### src/logic/csg_pkg.sv
// Shared constants and types of the current-share phase control block.
// Assumes a single 125 MHz system clock and a group of at most eight phases.
`default_nettype none
package csg_pkg;
	// System clock rate in hertz and in kilohertz.
	localparam int unsigned CLK_HZ          = 125_000_000;
	localparam int unsigned CLK_KHZ         = CLK_HZ / 1000;
	// Sync clock stops this many milliseconds after the enable drops.
	localparam int unsigned SYNC_TO_MS      = 500;
	localparam int unsigned SYNC_TO_CYC     = SYNC_TO_MS * CLK_KHZ;
	// Extra start delay of the reference phase, in milliseconds.
	localparam int unsigned REF_DLY_MS      = 10;
	localparam int unsigned REF_DLY_CYC     = REF_DLY_MS * CLK_KHZ;
	// Width of the long timers; holds the longest count above.
	localparam int unsigned CNT_W           = 27;
	// Minimum pulse is the switching period divided by this figure.
	localparam int unsigned MIN_DUTY_DIV    = 128;
	localparam int unsigned MIN_DUTY_SHIFT  = $clog2(MIN_DUTY_DIV);
	// Group geometry.
	localparam int unsigned MAX_PHASES      = 8;
	localparam int unsigned POS_W           = 4;
	// Data widths.
	localparam int unsigned CUR_W           = 16;
	localparam int unsigned PER_W           = 16;
	localparam int unsigned BLANK_W         = 8;
	// Temperature correction setting layout and reset value.
	localparam int unsigned TC_SRC_BIT      = 7;
	localparam int unsigned TC_COEF_MSB     = 6;
	localparam int unsigned TC_COEF_LSB     = 0;
	localparam logic [7:0]  TC_RESET        = 8'h00;
	// Step of the coefficient field in ppm per degree.
	localparam int unsigned TC_STEP_PPM     = 100;

	// Current sensing schemes.
	typedef enum logic [1:0] {
		CSG_SNS_GND_DOWN = 2'h0,
		CSG_SNS_OUT_DOWN = 2'h1,
		CSG_SNS_OUT_UP   = 2'h2
	} csg_sense_t;

	// Start-up sequence of one phase.
	typedef enum logic [2:0] {
		CSG_ST_IDLE   = 3'h0,
		CSG_ST_INIT   = 3'h1,
		CSG_ST_DELAY  = 3'h2,
		CSG_ST_FROZEN = 3'h3,
		CSG_ST_RUN    = 3'h4
	} csg_state_t;
endpackage
`default_nettype wire

### src/logic/csg_ref_elect.sv
// Picks the alive group member with the lowest position.
// Assumes bit k of the alive map stands for position k+1.
`timescale 1ns/1ps
`default_nettype none
module csg_ref_elect (
	input  wire logic [csg_pkg::MAX_PHASES-1:0] alive_i,
	output logic      [csg_pkg::POS_W-1:0]      ref_pos_o
);
	import csg_pkg::*;

	// Scan from the top down so the lowest alive position wins last.
	always_comb begin
		ref_pos_o = '0;
		for (int k = MAX_PHASES - 1; k >= 0; k--) begin
			if (alive_i[k]) begin
				ref_pos_o = POS_W'(k + 1);
			end
		end
	end
endmodule
`default_nettype wire

### src/logic/csg_phase_ctrl.sv
// Configuration and control of one phase in a current-share group.
// Assumes all inputs synchronous to sys_clk_i; sync pin is split into
// input, output and active-low output enable.
//
// Behaviour
// Lowest position member becomes reference at start.
// On reference loss, next lowest takes over.
// Reference sends its current to all members.
// Host gives group one shared rail identifier.
// Group setting: count, position, share enable.
// Min duty gives pulse of period over 128.
// Sync source always drives, ignores time-out.
// Time-out stops sync 500 ms after disable.
// Pinstrap plus output-internal drives internal clock.
// Input-only takes external sync, never drives.
// Monitor standby finishes init before rail enable.
// Transmit inhibit forbids management bus mastering.
// Blank current sensing after each switch edge.
// Sense method picks one of three schemes.
// Fast transient response during ramp or after good.
// Sync driver open-drain or push-pull.
// Bit 7 picks internal or external sensor.
// Bits 6:0 coefficient, applied as negative correction.
// Reference trim zero; members trim to balance.
// Host programs identical setpoint in every phase.
// Host enables alternate ramp in all phases.
// Reference ramp event releases frozen members together.
`timescale 1ns/1ps
`default_nettype none
module csg_phase_ctrl #(
	parameter int unsigned SYNC_TO_CYCLES = csg_pkg::SYNC_TO_CYC,
	parameter int unsigned REF_DLY_CYCLES = csg_pkg::REF_DLY_CYC
) (
	input  wire logic                          sys_clk_i,
	input  wire logic                          srst_i,
	// Group setting load.
	input  wire logic                          grp_wr_i,
	input  wire logic [csg_pkg::POS_W-1:0]     grp_count_i,
	input  wire logic [csg_pkg::POS_W-1:0]     grp_pos_i,
	input  wire logic                          grp_share_en_i,
	// Static option settings.
	input  wire logic                          min_duty_en_i,
	input  wire logic                          sync_to_en_i,
	input  wire logic                          sync_pinstrap_i,
	input  wire logic                          sync_pin_out_i,
	input  wire logic                          sync_push_pull_i,
	input  wire logic                          standby_monitor_i,
	input  wire logic                          tx_inhibit_i,
	input  wire logic [csg_pkg::BLANK_W-1:0]   blank_dly_i,
	input  wire logic [1:0]                    sense_method_i,
	input  wire logic                          ftr_wait_pg_i,
	// Temperature correction setting access.
	input  wire logic                          tc_wr_i,
	input  wire logic [7:0]                    tc_wdata_i,
	// Phase state.
	input  wire logic                          enable_i,
	input  wire logic                          fw_init_done_i,
	input  wire logic                          power_good_i,
	input  wire logic                          fault_i,
	input  wire logic [csg_pkg::PER_W-1:0]     sw_period_i,
	input  wire logic                          int_clk_i,
	input  wire logic                          top_edge_i,
	input  wire logic                          bot_edge_i,
	input  wire logic [csg_pkg::CUR_W-1:0]     meas_cur_i,
	// Inter-device event bus, receive side.
	input  wire logic [csg_pkg::MAX_PHASES-1:0] evb_alive_i,
	input  wire logic [csg_pkg::CUR_W-1:0]     evb_cur_i,
	input  wire logic                          evb_ramp_i,
	// Sync pin input.
	input  wire logic                          sync_i,
	// Inter-device event bus, transmit side.
	output logic      [csg_pkg::CUR_W-1:0]     evb_cur_o,
	output logic                               evb_cur_vld_o,
	output logic                               evb_ramp_o,
	// Role and group setting readback.
	output logic                               is_ref_o,
	output logic      [csg_pkg::POS_W-1:0]     grp_count_o,
	output logic      [csg_pkg::POS_W-1:0]     grp_pos_o,
	output logic                               grp_share_en_o,
	// Sync pin drive.
	output logic                               sync_o,
	output logic                               sync_oe_n_o,
	output logic                               sync_run_o,
	output logic                               timing_clk_o,
	// Power stage control.
	output logic                               rail_en_o,
	output logic                               pwm_go_o,
	output logic                               min_duty_act_o,
	output logic      [csg_pkg::PER_W-1:0]     min_pulse_o,
	output logic                               blank_o,
	output logic      [1:0]                    sense_method_o,
	output logic                               ftr_en_o,
	output logic                               bus_master_ok_o,
	// Temperature correction.
	output logic      [7:0]                    tc_rdata_o,
	output logic                               tc_src_ext_o,
	output logic      [7:0]                    tc_corr_o,
	// Output trim steering.
	output logic                               trim_zero_o,
	output logic                               trim_up_o,
	output logic                               trim_dn_o
);
	import csg_pkg::*;

	// Long timer loads, cut to the timer width on purpose.
	localparam logic [CNT_W-1:0] TO_LOAD  = CNT_W'(SYNC_TO_CYCLES);
	localparam logic [CNT_W-1:0] DLY_LOAD = CNT_W'(REF_DLY_CYCLES);

	// Every flip-flop of the block lives in this one struct.
	typedef struct packed {
		csg_state_t              st;
		logic [POS_W-1:0]        count;
		logic [POS_W-1:0]        pos;
		logic                    share_en;
		logic [7:0]              tc;
		logic [CNT_W-1:0]        to_cnt;
		logic [CNT_W-1:0]        dly_cnt;
		logic [BLANK_W-1:0]      blank_cnt;
		logic                    is_ref;
		logic [CUR_W-1:0]        cur_tx;
		logic                    cur_vld;
		logic                    ramp_tx;
		logic                    sync_out;
		logic                    sync_oe_n;
		logic                    sync_run;
		logic                    tclk;
		logic                    rail_en;
		logic                    pwm_go;
		logic                    min_act;
		logic [PER_W-1:0]        min_pulse;
		logic                    blank;
		logic [1:0]              sense;
		logic                    ftr_en;
		logic                    master_ok;
		logic [7:0]              tc_corr;
		logic                    trim_zero;
		logic                    trim_up;
		logic                    trim_dn;
	} csg_regs_t;

	csg_regs_t                   state_reg;    // Registered state.
	csg_regs_t                   state_next;   // Next state.
	logic [MAX_PHASES-1:0]       alive_map;    // Members able to lead.
	logic [POS_W-1:0]            lead_pos;     // Lowest alive position.
	logic [MAX_PHASES-1:0]       self_bit;     // Own slot in the map.

	// Own slot is set only while sharing and free of faults.
	always_comb begin
		self_bit = '0;
		if (state_reg.share_en && !fault_i && state_reg.pos != '0) begin
			self_bit = MAX_PHASES'(1) << (state_reg.pos - POS_W'(1));
		end
		alive_map = evb_alive_i | self_bit;
	end

	// Election is continuous, so a dropped leader is replaced at once.
	csg_ref_elect u_elect (
		.alive_i   (alive_map),
		.ref_pos_o (lead_pos)
	);

	// Next-state logic for the whole phase.
	always_comb begin
		logic src;
		logic lead;
		src = 1'b0;
		lead = 1'b0;
		state_next = state_reg;
		state_next.ramp_tx = 1'b0;
		state_next.pwm_go = 1'b0;

		// Group setting holds count, position and share enable.
		if (grp_wr_i) begin
			state_next.count = grp_count_i;
			state_next.pos = grp_pos_i;
			state_next.share_en = grp_share_en_i;
		end

		// Lowest alive position leads, also after a drop or fault.
		lead = state_reg.share_en && (lead_pos == state_reg.pos) && (lead_pos != '0); // see R1
		state_next.is_ref = lead;

		// The leader publishes its measured current every cycle.
		state_next.cur_tx = lead ? meas_cur_i : '0;
		state_next.cur_vld = lead;

		// Temperature correction setting write.
		if (tc_wr_i) begin
			state_next.tc = tc_wdata_i;
		end
		state_next.tc_corr = 8'h00 - {1'b0, state_reg.tc[TC_COEF_MSB:TC_COEF_LSB]};

		// Sync source mode needs pinstrap input and output of the internal clock.
		src = sync_pinstrap_i && sync_pin_out_i;
		if (src) begin
			// A source never times out.
			state_next.to_cnt = TO_LOAD;
			state_next.sync_run = 1'b1;
		end else if (enable_i || !sync_to_en_i) begin
			state_next.to_cnt = TO_LOAD;
			state_next.sync_run = 1'b1;
		end else if (state_reg.to_cnt > CNT_W'(1)) begin
			state_next.to_cnt = state_reg.to_cnt - CNT_W'(1);
		end else begin
			state_next.to_cnt = '0;
			state_next.sync_run = 1'b0;
		end

		// Pin drive: push-pull drives both levels, open-drain only pulls low.
		if (src && state_next.sync_run) begin
			if (sync_push_pull_i) begin
				state_next.sync_out = int_clk_i;
				state_next.sync_oe_n = 1'b0;
			end else begin
				state_next.sync_out = 1'b0;
				state_next.sync_oe_n = int_clk_i;
			end
		end else begin
			// Input-only and stopped pins are released.
			state_next.sync_out = 1'b0;
			state_next.sync_oe_n = 1'b1;
		end
		// Timing follows the internal clock when output is selected, the pin otherwise.
		state_next.tclk = sync_pin_out_i ? int_clk_i : sync_i; // see R9

		// Minimum pulse is a shift, exact because the divisor is a power of two.
		state_next.min_act = min_duty_en_i;
		state_next.min_pulse = min_duty_en_i ? (sw_period_i >> MIN_DUTY_SHIFT) : '0;

		// Blanking restarts on every switch transition.
		if (top_edge_i || bot_edge_i) begin
			state_next.blank_cnt = blank_dly_i;
		end else if (state_reg.blank_cnt != '0) begin
			state_next.blank_cnt = state_reg.blank_cnt - BLANK_W'(1);
		end
		state_next.blank = (state_next.blank_cnt != '0);

		// Unknown codes fall back to the ground-referenced scheme.
		case (sense_method_i)
			CSG_SNS_OUT_DOWN: state_next.sense = CSG_SNS_OUT_DOWN;
			CSG_SNS_OUT_UP:   state_next.sense = CSG_SNS_OUT_UP;
			default:          state_next.sense = CSG_SNS_GND_DOWN;
		endcase

		// Fast response waits for power-good when so selected.
		state_next.ftr_en = state_reg.rail_en && (!ftr_wait_pg_i || power_good_i);

		// Inhibited phases never master the management bus.
		state_next.master_ok = !tx_inhibit_i;

		// Trim: leader holds zero, members chase the leader's current.
		state_next.trim_zero = lead || !state_reg.share_en;
		state_next.trim_up = !lead && state_reg.share_en && (meas_cur_i < evb_cur_i);
		state_next.trim_dn = !lead && state_reg.share_en && (meas_cur_i > evb_cur_i);

		// Start-up sequence.
		case (state_reg.st)
			CSG_ST_IDLE: begin
				state_next.rail_en = 1'b0;
				if (enable_i) begin
					state_next.st = CSG_ST_INIT;
				end
			end
			CSG_ST_INIT: begin
				// Monitor mode holds the rail until firmware init is done.
				if (!enable_i) begin
					state_next.st = CSG_ST_IDLE;
				end else if (!standby_monitor_i || fw_init_done_i) begin
					state_next.dly_cnt = DLY_LOAD;
					state_next.st = lead ? CSG_ST_DELAY : CSG_ST_FROZEN;
				end
			end
			CSG_ST_DELAY: begin
				// Leader waits its extra delay, then fires the ramp event.
				if (!enable_i) begin
					state_next.st = CSG_ST_IDLE;
				end else if (state_reg.dly_cnt > CNT_W'(1)) begin
					state_next.dly_cnt = state_reg.dly_cnt - CNT_W'(1);
				end else begin
					state_next.ramp_tx = 1'b1;
					state_next.pwm_go = 1'b1;
					state_next.rail_en = 1'b1;
					state_next.st = CSG_ST_RUN;
				end
			end
			CSG_ST_FROZEN: begin
				// Members stay frozen until the ramp event arrives.
				if (!enable_i) begin
					state_next.st = CSG_ST_IDLE;
				end else if (evb_ramp_i || !state_reg.share_en) begin
					state_next.pwm_go = 1'b1;
					state_next.rail_en = 1'b1;
					state_next.st = CSG_ST_RUN;
				end
			end
			CSG_ST_RUN: begin
				if (!enable_i) begin
					state_next.rail_en = 1'b0;
					state_next.st = CSG_ST_IDLE;
				end
			end
			default: begin
				state_next.rail_en = 1'b0;
				state_next.st = CSG_ST_IDLE;
			end
		endcase
	end

	// Single register stage; synchronous reset to a quiet, released pin.
	always_ff @(posedge sys_clk_i) begin
		if (srst_i) begin
			state_reg <= '0;
			state_reg.st <= CSG_ST_IDLE;
			state_reg.tc <= TC_RESET;
			state_reg.to_cnt <= TO_LOAD;
			state_reg.sync_oe_n <= 1'b1;
			state_reg.sync_run <= 1'b1;
			state_reg.master_ok <= 1'b1;
			state_reg.trim_zero <= 1'b1;
		end else begin
			state_reg <= state_next;
		end
	end

	// Outputs straight from the state flops.
	assign evb_cur_o       = state_reg.cur_tx;
	assign evb_cur_vld_o   = state_reg.cur_vld;
	assign evb_ramp_o      = state_reg.ramp_tx;
	assign is_ref_o        = state_reg.is_ref;
	assign grp_count_o     = state_reg.count;
	assign grp_pos_o       = state_reg.pos;
	assign grp_share_en_o  = state_reg.share_en;
	assign sync_o          = state_reg.sync_out;
	assign sync_oe_n_o     = state_reg.sync_oe_n;
	assign sync_run_o      = state_reg.sync_run;
	assign timing_clk_o    = state_reg.tclk;
	assign rail_en_o       = state_reg.rail_en;
	assign pwm_go_o        = state_reg.pwm_go;
	assign min_duty_act_o  = state_reg.min_act;
	assign min_pulse_o     = state_reg.min_pulse;
	assign blank_o         = state_reg.blank;
	assign sense_method_o  = state_reg.sense;
	assign ftr_en_o        = state_reg.ftr_en;
	assign bus_master_ok_o = state_reg.master_ok;
	assign tc_rdata_o      = state_reg.tc;
	assign tc_src_ext_o    = state_reg.tc[TC_SRC_BIT];
	assign tc_corr_o       = state_reg.tc_corr;
	assign trim_zero_o     = state_reg.trim_zero;
	assign trim_up_o       = state_reg.trim_up;
	assign trim_dn_o       = state_reg.trim_dn;
endmodule
`default_nettype wire

### config.mk
export PLATFORM = sky130hd
export DESIGN_NAME = csg_phase_ctrl
export DESIGN_NICKNAME = d
export VERILOG_FILES = /design/src/logic/csg_pkg.sv /design/src/logic/csg_ref_elect.sv /design/src/logic/csg_phase_ctrl.sv
export SDC_FILE = /design/constraint.sdc
export NUM_CORES = 1
export LEC_CHECK = 0
export ABC_AREA = 0
export BUFFER_PORTS_ARGS = -buffer_cell sky130_fd_sc_hd__buf_2
export CAP_MARGIN = 15
export CORE_UTILIZATION = 45
export CTS_BUF_LIST = sky130_fd_sc_hd__clkbuf_4 sky130_fd_sc_hd__clkbuf_8 sky130_fd_sc_hd__clkbuf_16
export CTS_CLUSTER_DIAMETER = 30
export DETAILED_ROUTE_END_ITERATION = 10
export PLACE_DENSITY = 0.75
export SYNTH_ARGS = -nofsm -noshare
export SYNTH_HDL_FRONTEND = slang
export SYNTH_SLANG_ARGS = --single-unit
### constraint.sdc
create_clock -name sys_clk_i -period 4.6 [get_ports sys_clk_i]
set_input_delay 0.46 -clock sys_clk_i [delete_from_list [all_inputs] [get_ports sys_clk_i]]
set_output_delay 0.46 -clock sys_clk_i [all_outputs]
set_load 0.05 [all_outputs]
==> results.txt, run 1 <==
The logic gate share of total power is 0.138, and the slew at the pin with the worst max-slew slack is 1000 ps. The final worst clock skew is 9.36 ps. The logs give 5 for the length of the first detailed-routing pass in iterations and 0.469 for the starting utilization of the core area. The number of fillers in the final layout was 1201. Power spread over the standard cell area amounts to 400 nW/um^2. In the layout the commonest cells are sky130_fd_sc_hd__buf_2, sky130_fd_sc_hd__dfxtp_1, sky130_fd_sc_hd__nor2_1, sky130_fd_sc_hd__xnor2_1. Residual antenna-violating net count after detailed routing: 0. For the worst-case headroom to the max-slew limit, the log shows 0.329.

The library cell used most frequently in the layout, excluding fill and tap cells, is sky130_fd_sc_hd__buf_2. The number of hold violations in the final report was 0. The width of the die was 121 um. The sequential area share after synthesis is 0.417. The die boundary height was 121 um. The level count of the clock H-tree is 4. The type of the worst setup path is register to register. In this run, distinct cell masters in the synthesized netlist total 56. The largest fanout of any net on the critical path came out at 17. The worst setup path is launched from a register. The global-route wire length before repair was 22100 um; the number of antenna cells inserted was 0. For the setup TNS, the log shows 0 ps. The average size of a mapped cell was 8.78 sq um. The tools report the part of the power in registers as 0.407. The element type at the critical path end is a register.

The run gives 0 as the final routed DRC violation total. After detailed routing, the average wire length per cell comes to 13.2 um. The max-slew violation count was 0. Entering global routing, the biggest net connects 53 pins. The clock network fraction of design power was 0.455. The weighted congestion reported at the end of routability-driven placement was 0.865; the routed via count was 5169.

TritonCTS built the clock tree. Across the run, the number of max-cap violations was 0. In this run, synthesis inferred 0 flip-flops with an integrated enable. After the first detailed-routing iteration, the DRC count stood at 279. The run gives 430 ps as the insertion delay to the later sink of the worst-skew pair.

The minimum clock period after layout was 3240 ps. For the initial antenna violation count, the log shows 0. The area of the mapped netlist was 6340 sq um; the number of nets in the layout was 955. The tools report the maximum buffer depth of the clock tree as 2. The tools report the total congestion overflow after global routing as 0. In this run the standard cell core region covers 13500 sq um.

The fraction of layout cells with a size suffix above 1 was 0.254; the arrival time reported for the critical path endpoint was 3590 ps. Counting every sink on the clock net gives 132. The net switching power of the design was 0.804 mW. For the maximum clock rate, the log shows 309 MHz. Yosys printed 0 warnings. Summed over all cells, the static leakage comes to 3.36 nW.

The worst-case IR drop observed on VDD is 0.000303 V. Counting the buffers created by CTS gives 17. Root buffer selected by CTS: sky130_fd_sc_hd__clkbuf_16.

After technology mapping, the gate count stands at 722. At the worst endpoint, the required time is 4950 ps. The flip-flop count of the largest register, all copies and words added was 65. The count of cells resized by post-cts repair is 0, and the proportion of register bits with asynchronous set or reset after synthesis is 0. The most used flip-flop cell after synthesis is sky130_fd_sc_hd__dfxtp_1. The synthesized design contains 132 register bits. Setup repair after global routing left no endpoint under its margin. Using the TritonRoute via totals, the vias-per-cell ratio works out to 5.08. The run gives 4818 as the number of global-route vias before repair.

The total wirelength of the detailed-routed design came out at 13400 um. The finished cells cover 7480 sq um. The fraction of power spent switching nets works out to 0.269. Post-CTS timing repair inserted 0 buffers for setup. The CTS clock-pin slew for the worst setup and hold paths is 60 ps.

The internal power was 2.18 mW. The area growth from synthesis to layout is 18.0%. The floorplan step defined a die boundary enclosing 14600 sq um. The run finished with clean final reports. The number of cell rows came out at 42.

Detailed placement ended at an HPWL of 9590 um. For this design, the CTS-stage hold fixing added 0 buffers. The share of the clock period used by the worst path after layout is 0.704. Setup violations remaining at the end of the flow were counted as 0.

The min-delay analysis places its worst path in the category input port to register. The aggregate global-route resource usage is 0.193. 180 I/O pins were placed. The count of buffers added on input and output ports is 165. Once placement finished, the instance area stood at 6870 sq um.
## synth_stat cells, types with 5 or more instances
| cell type | n | area, sq um |
|---|---|---|
| sky130_fd_sc_hd__nor2_1 | 84 | 315 |
| sky130_fd_sc_hd__or2_2 | 6 | 37.5 |
| sky130_fd_sc_hd__or3_1 | 17 | 106 |
| sky130_fd_sc_hd__nor3b_1 | 9 | 67.6 |
| sky130_fd_sc_hd__nor3_1 | 25 | 125 |
| sky130_fd_sc_hd__o31ai_1 | 6 | 45.0 |
| sky130_fd_sc_hd__nand2_1 | 31 | 116 |
| sky130_fd_sc_hd__a2111oi_0 | 6 | 52.6 |
| sky130_fd_sc_hd__nor2b_1 | 6 | 37.5 |
| sky130_fd_sc_hd__o21ai_0 | 30 | 150 |
| sky130_fd_sc_hd__or4_1 | 13 | 97.6 |
| sky130_fd_sc_hd__nand3_1 | 10 | 50.1 |
| sky130_fd_sc_hd__dfxtp_1 | 132 | 2640 |
| sky130_fd_sc_hd__nand2b_1 | 5 | 31.3 |
| sky130_fd_sc_hd__a21oi_1 | 35 | 175 |
| sky130_fd_sc_hd__xnor2_1 | 41 | 359 |
| sky130_fd_sc_hd__buf_4 | 59 | 443 |
| sky130_fd_sc_hd__nor4_1 | 17 | 106 |
| sky130_fd_sc_hd__ha_1 | 23 | 288 |
| sky130_fd_sc_hd__and3_1 | 18 | 113 |
| sky130_fd_sc_hd__inv_1 | 35 | 131 |
| sky130_fd_sc_hd__and2_1 | 11 | 68.8 |
| sky130_fd_sc_hd__clkbuf_1 | 23 | 86.3 |
| sky130_fd_sc_hd__xor2_1 | 8 | 70.1 |
| sky130_fd_sc_hd__mux2i_1 | 19 | 190 |
## power groups by stage
| stage | combinational [mW] | sequential, mW | clock, mW |
|---|---|---|---|
| 2_1_floorplan | 0.320 | 1.25 | 0 |
| 3_5_place_dp | 0.411 | 1.24 | 0 |
| 5_1_grt | 0.452 | 1.22 | 1.44 |
| 6_report | 0.412 | 1.22 | 1.36 |
| 4_1_cts | 0.413 | 1.22 | 1.39 |
| 3_3_place_gp | 0.405 | 1.24 | 0 |
## cells by family (layout without fill, tap and decap cells)
| group | Yosys count | count (layout) | share of synthesized area |
|---|---|---|---|
| AOI/OAI and AO/OA | 108 | 108 | 0.108 |
| xor gates and xnor gates | 49 | 49 | 0.0677 |
| adders and majority gates | 23 | 23 | 0.0454 |
| buffers and inverters | 121 | 234 | 0.107 |
| DFF | 132 | 132 | 0.417 |
| muxes | 20 | 20 | 0.0318 |
| other | 1 | 7 | 0.000592 |
| and+or+nand+nor | 268 | 268 | 0.222 |
## critical path, stage by stage (launching register included)
cell,delay (ps)
sky130_fd_sc_hd__dfxtp_1,350
sky130_fd_sc_hd__or4_4,590
sky130_fd_sc_hd__or4_1,730
sky130_fd_sc_hd__o31ai_4,730
sky130_fd_sc_hd__nor2_2,90
sky130_fd_sc_hd__or4b_4,520
sky130_fd_sc_hd__o22ai_1,160
## layout make-up
type / count / area, sq um / area share
clock buffer: 21 / 480 / 0.0643
clock inverter: 11 / 124 / 0.0166
inverter: 35 / 131 / 0.0176
multi-input combinational: 475 / 3040 / 0.406
sequential: 132 / 2640 / 0.353
tap: 176 / 220 / 0.0295
timing repair buffer: 167 / 841 / 0.112
## final timing paths
| path | from | to | slack [ps] | cells after the start |
|---|---|---|---|---|
| worst max-delay path | state_reg[68]$_SDFFE_PP0P_ | rail_en_o$_SDFFE_PP0P_ | 1360 | 6 |
| worst min-delay path | tx_inhibit_i | bus_master_ok_o$_SDFF_PP1_ | 200 | 2 |
| worst max register to register | state_reg[68]$_SDFFE_PP0P_ | rail_en_o$_SDFFE_PP0P_ | 1360 | 6 |
| worst min register to register | state_reg[80]$_SDFFE_PP0P_ | state_reg[80]$_SDFFE_PP0P_ | 460 | 2 |
## metal layers
layer | global-route usage | up-vias | wire [um]
met2 | 0.307 | 154 | 6100
li1 | - | 2645 | -
met3 | 0.0495 | 19 | 845
met4 | 0.113 | 0 | 295
met1 | 0.236 | 2351 | 6140
met5 | 0 | - | 0
## per-stage QoR
stage / power, mW / util / hold slack, ps / worst slack [ps] / std cells
floorplan: 1.57 / - / 437 / 1940 / 728
global placement: 1.64 / 0.509 / 451 / 1450 / 985
detailed placement: 1.65 / 0.509 / 457 / 1380 / 985
CTS: 3.02 / 0.554 / 187 / 1370 / 1017
global route: 3.12 / 0.554 / 198 / 1220 / 1017
finish: 2.99 / 0.554 / 202 / 1360 / 1017
No activity file was read; power rests on OpenSTA's default activity.
==> run 2: changes to the inputs <==
Clock period 4.6 ns to 3.1 ns, I/O delays scaled along.
==> results.txt, run 2 (same netlist as run 1, synthesis figures left out) <==
The number of cell rows came out at 42 (unchanged). The type of the worst min-delay path is input port to register (unchanged). The tools report the root buffer selected by CTS as sky130_fd_sc_hd__clkbuf_16 (unchanged).

The arrival time reported for the critical path endpoint was 3100 ps (was 3590 ps). The slew at the pin with the worst max-slew slack was 636 ps (was 1000 ps). Flip-flop count of the largest register, all copies and words added: 65 (unchanged).

Element type at the critical path end: a register (unchanged). The end of the worst register-to-register path is rail_en_o$_SDFFE_PP0P_ (unchanged). The internal power came out at 3.31 mW (was 2.18 mW). The worst setup slack for register-to-register paths is 330 ps (was 1360 ps).

The run finished with clean final reports. The number of setup violations in the final report is 0 (unchanged), and the length in cells of the worst reg-to-reg path is 6 (unchanged). The tools report the length of the first detailed-routing pass in iterations as 4 (was 5). Final worst clock skew: 8.73 ps (was 9.36 ps). The logs give 0 (unchanged) for the total congestion overflow after global routing and 3440 ps (was 4950 ps) for the required time at the worst-slack endpoint. Most common cell after layout, fill and taps aside: sky130_fd_sc_hd__buf_2 (unchanged).

The minimum clock period after layout was 2770 ps (was 3240 ps). End of the worst hold path: sense_method_o[1]$_SDFF_PP0_ (was bus_master_ok_o$_SDFF_PP1_). The run gives 0.571 (was 0.329) as the worst-case headroom to the max-slew limit. Static leakage: 3.41 nW (was 3.36 nW). The pin count of the biggest net entering global routing came out at 53 (unchanged). TritonCTS built the clock tree.

Pre-CTS setup slack: 349 ps (was 1380 ps). The part of the power in registers was 0.404 (was 0.407); the total instance count after detailed placement was 996 (was 985). The tools report the max-cap check violation count as 0 (unchanged). The final routed DRC violation total was 0 (unchanged). The tools report the aggregate global-route resource usage as 0.194 (was 0.193). The post-CTS setup-driven buffer insertion count is 0 (unchanged), and the worst stage delay on the critical path is 710 ps (was 730 ps). The areal power density over the cells came out at 591 nW/um^2 (was 400 nW/um^2). Startpoint of the most critical register-to-register path: state_reg[68]$_SDFFE_PP0P_ (unchanged).

The tools report the weighted congestion reported at the end of routability-driven placement as 0.845 (was 0.865). The number of antenna cells inserted was 0 (unchanged); the number of instances on the worst hold path was 2 (unchanged). The global-route wire length before repair was 22600 um (was 22100 um); the starting utilization of the core area was 0.469 (unchanged). Number of DRC markers after the initial detailed-route iteration: 337 (was 279). Commonest cells after routing, fill and taps aside: sky130_fd_sc_hd__buf_2, sky130_fd_sc_hd__dfxtp_1, sky130_fd_sc_hd__nor2_1, sky130_fd_sc_hd__xnor2_1 (unchanged). The tools report the logic gate share of total power as 0.139 (was 0.138).

The average vias per placed instance was 5.15 (was 5.08). The type of the worst setup path was register to register (unchanged). Width of the die: 121 um (unchanged). The overall die area is 14600 sq um (unchanged).

Fraction of power spent switching nets: 0.260 (was 0.269). The clock network fraction of design power came out at 0.457 (was 0.455). The CTS clock-pin slew for the worst setup and hold paths works out to 60 ps (about the same). The nature of the critical path startpoint is a register (unchanged). Count of cells resized by post-cts repair: 0 (unchanged). The hold path startpoint was sense_method_i[0] (was tx_inhibit_i). The logs give 4 (unchanged) for the level count of the clock H-tree and 13500 sq um (unchanged) for the area of the core. The run gives 0.000409 V (was 0.000303 V) as the maximum VDD drop. Die boundary height: 121 um (unchanged). The layout overhead on the synthesized area came out at 19.3% (was 18.0%).

For the total CTS buffers, the log shows 17 (unchanged). For the post-layout worst setup margin, the log shows 334 ps (was 1360 ps). The count of hold-fix buffers inserted at cts came out at 0 (unchanged). Slowest library cell on the worst path: sky130_fd_sc_hd__or4_1 (unchanged).

Setup repair after global routing left no endpoint under its margin. The initial antenna violation count was 0 (unchanged). The number of nets in the layout is 966 (was 955), and the post-detailed-route wirelength per cell is 13.1 um (was 13.2 um). TritonCTS sink count: 132 (unchanged).

Fraction of layout cells with a size suffix above 1: 0.262 (was 0.254). Cell chain of the critical path: or4_4 > or4_1 > o31ai_4 > nor2_2 > or4b_4 > o22ai_1 (unchanged). The share of the clock period used by the worst path after layout works out to 0.892 (was 0.704). The tools report the count of non-filler cells in the finished layout as 1026 (was 1017). The logs give 1.16 mW (was 0.804 mW) for the net switching power of the design and 2 (unchanged) for the maximum buffer depth of the clock tree. The run gives 420 ps (was 430 ps) as the insertion delay to the later sink of the worst-skew pair. The residual antenna-violating net count after detailed routing was 0 (unchanged); the largest fanout of any net on the critical path was 10 (was 17). The max-slew violation count was 0 (unchanged).

The run gives 9680 um (was 9590 um) as the placed wire-length estimate. The routed via count is 5284 (was 5169), and the number of input and output port buffers inserted is 165 (unchanged). The logs give 362 MHz (was 309 MHz) for the maximum clock rate and 4992 (was 4818) for the number of global-route vias before repair. The total wirelength of the detailed-routed design was 13500 um (was 13400 um). The run gives 180 (unchanged) as the number of primary I/O pins. The number of hold violations in the final report came out at 0 (unchanged). Setup TNS: 0 ps (unchanged).
## run 2: cell count changes in the layout (fill, tap and decap cells not counted)
cell	delta
sky130_fd_sc_hd__clkinv_4	-1
sky130_fd_sc_hd__inv_6	-1
sky130_fd_sc_hd__clkinvlp_4	-1
sky130_fd_sc_hd__clkbuf_8	-1
sky130_fd_sc_hd__bufinv_16	+1
sky130_fd_sc_hd__clkbuf_4	+1
sky130_fd_sc_hd__buf_4	+11
## run 2: metal layers
metal  track usage  routed length, um  vias to the layer above
met2         0.320               6340                      147
li1              -                  -                     2684
met4        0.0818                236                        0
met3        0.0618                793                       15
met5             0                  0                        -
met1         0.233               6120                     2438
## run 2: per-stage QoR
step | total power, mW | hold slack [ps] | util | instance area (sq um)
finish | 4.46 | 58.2 | 0.560 | 7560
global route | 4.66 | 56.6 | 0.560 | 7560
CTS | 4.51 | 45.3 | 0.560 | 7560
detailed placement | 2.46 | 457 | 0.515 | 6960
global placement | 2.45 | 451 | 0.515 | 6960
floorplan | 2.33 | 372 | - | 6360
## run 2: worst max path at each step
stage,end,cells past startpoint,startpoint
3_5_place_dp,rail_en_o$_SDFFE_PP0P_,6,state_reg[68]$_SDFFE_PP0P_
6_report,rail_en_o$_SDFFE_PP0P_,6,state_reg[68]$_SDFFE_PP0P_
3_3_place_gp,rail_en_o$_SDFFE_PP0P_,6,state_reg[68]$_SDFFE_PP0P_
5_1_grt,rail_en_o$_SDFFE_PP0P_,6,state_reg[68]$_SDFFE_PP0P_
2_1_floorplan,rail_en_o$_SDFFE_PP0P_,7,state_reg[68]$_SDFFE_PP0P_
4_1_cts,rail_en_o$_SDFFE_PP0P_,6,state_reg[68]$_SDFFE_PP0P_
## run 2: final cells by class
cell class | count | area (sq um)
Clock inverter | 9 | 129
Timing Repair Buffer | 178 | 923
Clock buffer | 21 | 474
Tap cell | 176 | 220
Fill cell | 1202 | 5950
Multi-Input combinational cell | 475 | 3040
Inverter | 35 | 131
Sequential cell | 132 | 2640
## run 2: power by group through the flow
stage                     clock network [mW]  logic, mW  registers, mW
after floorplan                            0      0.475           1.85
after global placement                     0      0.611           1.84
after detailed placement                   0      0.619           1.84
after CTS                               2.08      0.623           1.80
after global routing                    2.16      0.681           1.81
final                                   2.04      0.620           1.80
## run 2: critical path, delay by kind of cell (launching register included)
kind               cells  cell delay [ps]
AOI/OAI and AO/OA      2              490
and+or+nand+nor        4             1850
DFF                    1              350
==> run 3: changes to the inputs <==
==> constraint.sdc (replaced) <==
create_clock -name sys_clk_i -period 3.1 [get_ports sys_clk_i]
set_input_delay 0.155 -clock sys_clk_i [delete_from_list [all_inputs] [get_ports sys_clk_i]]
set_output_delay 0.155 -clock sys_clk_i [all_outputs]
set_load 0.05 [all_outputs]
==> results.txt, run 3 (same netlist as run 1, synthesis figures left out) <==
The flow ran to the end, and the final reports show no timing, DRC or antenna violations. The run gives 14900 um (was 13500 um) as the total wirelength of the detailed-routed design. The startpoint of the most critical register-to-register path is state_reg[68]$_SDFFE_PP0P_ (unchanged). Die boundary height: 121 um (unchanged).

The logs give 359 MHz (was 362 MHz) for the maximum clock rate and 0 (unchanged) for the count of cells resized by post-cts repair. The tools report the element type at the critical path end as a register (unchanged). Areal power density over the cells: 544 nW/um^2 (was 591 nW/um^2).

Origin of the worst setup path: state_reg[68]$_SDFFE_PP0P_ (unchanged). The post-CTS setup-driven buffer insertion count is 0 (unchanged). The run gives 1114 (was 1202) as the number of fillers in the final layout. The internal power is 3.17 mW (was 3.31 mW). The type of the worst setup path is register to register (unchanged). CTS clock-pin slew for the worst setup and hold paths: 60 ps (about the same).

For the logic gate share of total power, the log shows 0.154 (was 0.139). The logs give 53 (unchanged) for the pin count of the biggest net entering global routing and 0.218 (was 0.194) for the aggregate global-route resource usage. The starting utilization of the core area was 0.469 (unchanged); the number of DRC markers after the initial detailed-route iteration was 239 (was 337).

The number of cell rows came out at 42 (unchanged). The placed wire-length estimate was 9780 um (was 9680 um); the largest fanout of any net on the critical path was 10 (unchanged). The area of the core is 13500 sq um (unchanged), and the insertion delay to the later sink of the worst-skew pair is 410 ps (was 420 ps). The nature of the critical path startpoint was a register (unchanged). TritonCTS built the clock tree. The part of the power in registers is 0.412 (was 0.404). The global-route wire length before repair was 25200 um (was 22600 um); the maximum buffer depth of the clock tree was 2 (unchanged).

The worst hold slack after final layout was 15.6 ps (was 58.2 ps); the max-slew violation count was 0 (unchanged). Setup repair after global routing left no endpoint under its margin. Worst-case headroom to the max-slew limit: 0.571 (about the same).

The number of setup violations in the final report is 0 (unchanged), and the fraction of layout cells with a size suffix above 1 is 0.249 (was 0.262). The overall die area came out at 14600 sq um (unchanged). The run gives 0.433 (was 0.457) as the clock network fraction of design power. The run gives 17 (unchanged) as the total CTS buffers. The average vias per placed instance came out at 5.10 (was 5.15).

The fraction of power spent switching nets works out to 0.275 (was 0.260). The number of global-route vias before repair is 5432 (was 4992). Number of hold violations in the final report: 0 (unchanged). The logs give 0.841 (was 0.845) for the weighted congestion reported at the end of routability-driven placement and 0 (unchanged) for the residual antenna-violating net count after detailed routing. The hold path startpoint is blank_dly_i[4] (was sense_method_i[0]). The final worst clock skew is 6.24 ps (was 8.73 ps), and the share of the clock period used by the worst path after layout is 0.899 (was 0.892). The tools report the root buffer selected by CTS as sky130_fd_sc_hd__clkbuf_16 (unchanged). The total congestion overflow after global routing was 0 (unchanged); the routed via count was 5512 (was 5284). The tools report the setup TNS as 0 ps (unchanged). The layout overhead on the synthesized area was 27.0% (was 19.3%); the net switching power of the design was 1.20 mW (was 1.16 mW). The maximum VDD drop was 0.000402 V (was 0.000409 V). The count of hold-fix buffers inserted at cts is 52 (was 0), and the initial antenna violation count is 0 (unchanged). Post-detailed-route wirelength per cell: 13.8 um (was 13.1 um). The level count of the clock H-tree is 4 (unchanged). Commonest cells after routing, fill and taps aside: sky130_fd_sc_hd__buf_2, sky130_fd_sc_hd__dfxtp_1, sky130_fd_sc_hd__nor2_1, sky130_fd_sc_hd__dlygate4sd3_1, sky130_fd_sc_hd__xnor2_1 (was sky130_fd_sc_hd__buf_2, sky130_fd_sc_hd__dfxtp_1, sky130_fd_sc_hd__nor2_1, sky130_fd_sc_hd__xnor2_1).

For the required time at the worst-slack endpoint, the log shows 3440 ps (about the same). The arrival time reported for the critical path endpoint was 3130 ps (was 3100 ps); the max-cap check violation count was 0 (unchanged). Most common cell after layout, fill and taps aside: sky130_fd_sc_hd__buf_2 (unchanged). The final routed DRC violation total came out at 0 (unchanged).

Number of nets in the layout: 1019 (was 966). Type of the worst min-delay path: input port to register (unchanged). The sequential standard cell area was 2640 sq um (unchanged); the minimum clock period after layout was 2790 ps (was 2770 ps). The width of the die is 121 um (unchanged).

The tools report the number of primary I/O pins as 180 (unchanged). The flip-flop count of the largest register, all copies and words added was 65 (unchanged). The static leakage was 3.62 nW (was 3.41 nW); the number of antenna cells inserted was 0 (unchanged). The length of the first detailed-routing pass in iterations is 4 (unchanged), and the TritonCTS sink count is 132 (unchanged).

The slew at the pin with the worst max-slew slack came out at 635 ps (was 636 ps). The number of input and output port buffers inserted was 165 (unchanged). The area taken by multi-input logic gates came out at 3040 sq um (unchanged).
-- run 3: changes by cell type in the layout (fill, tap and decap cells not counted), sizes merged --
cell / previous run / this run
dlygate4sd3: 0 / 52
inv: 35 / 36
buf: 178 / 179
clkinv: 4 / 7
bufinv: 3 / 1
clkbuf: 21 / 20
-- run 3: final timing paths --
check,slack (ps),cells after the start,endpoint
max,310,6,rail_en_o$_SDFFE_PP0P_
min,20,3,state_reg[62]$_SDFF_PP0_
max reg2reg,310,6,rail_en_o$_SDFFE_PP0P_
min reg2reg,470,2,sync_run_o$_SDFF_PP1_
-- run 3: metrics by stage --
step / utilization / setup slack (ps) / area (sq um) / std cells / power [mW]
2_1_floorplan: - / 437 / 6360 / 728 / 2.33
3_3_place_gp: 0.516 / 384 / 6960 / 997 / 2.45
3_5_place_dp: 0.516 / 357 / 6960 / 997 / 2.46
4_1_cts: 0.596 / 328 / 8050 / 1080 / 4.40
5_1_grt: 0.596 / 177 / 8050 / 1080 / 4.57
6_report: 0.596 / 313 / 8050 / 1080 / 4.38
-- run 3: power groups by stage --
stage | logic, mW | registers (mW) | clock network [mW]
CTS | 0.671 | 1.80 | 1.92
finish | 0.676 | 1.81 | 1.90
floorplan | 0.475 | 1.85 | 0
global placement | 0.612 | 1.84 | 0
detailed placement | 0.618 | 1.84 | 0
global route | 0.743 | 1.81 | 2.02
-- run 3: area by class of cell --
type	instances	share of cell area
clock buffer	20	0.0572
clock inverter	11	0.0129
inverter	35	0.0163
multi-input combinational	475	0.377
sequential	132	0.328
tap	176	0.0274
timing repair buffer	231	0.180
-- run 3: metal layers --
| metal | routed length, um | part of all wire | global-route usage | vias to the layer above |
|---|---|---|---|---|
| li1 | - | - | - | 2787 |
| met5 | 0 | 0 | 0 | - |
| met3 | 1000 | 0.067 | 0.0712 | 36 |
| met1 | 6480 | 0.44 | 0.259 | 2512 |
| met2 | 6970 | 0.47 | 0.358 | 177 |
| met4 | 420 | 0.028 | 0.0918 | 0 |
-- run 3: worst max-delay path, cell delays in order, from the launching register on --
cell	delay, ps
sky130_fd_sc_hd__dfxtp_1	350
sky130_fd_sc_hd__or4_4	570
sky130_fd_sc_hd__or4_1	720
sky130_fd_sc_hd__o31ai_4	350
sky130_fd_sc_hd__nor2_2	70
sky130_fd_sc_hd__or4b_4	500
sky130_fd_sc_hd__o22ai_1	150
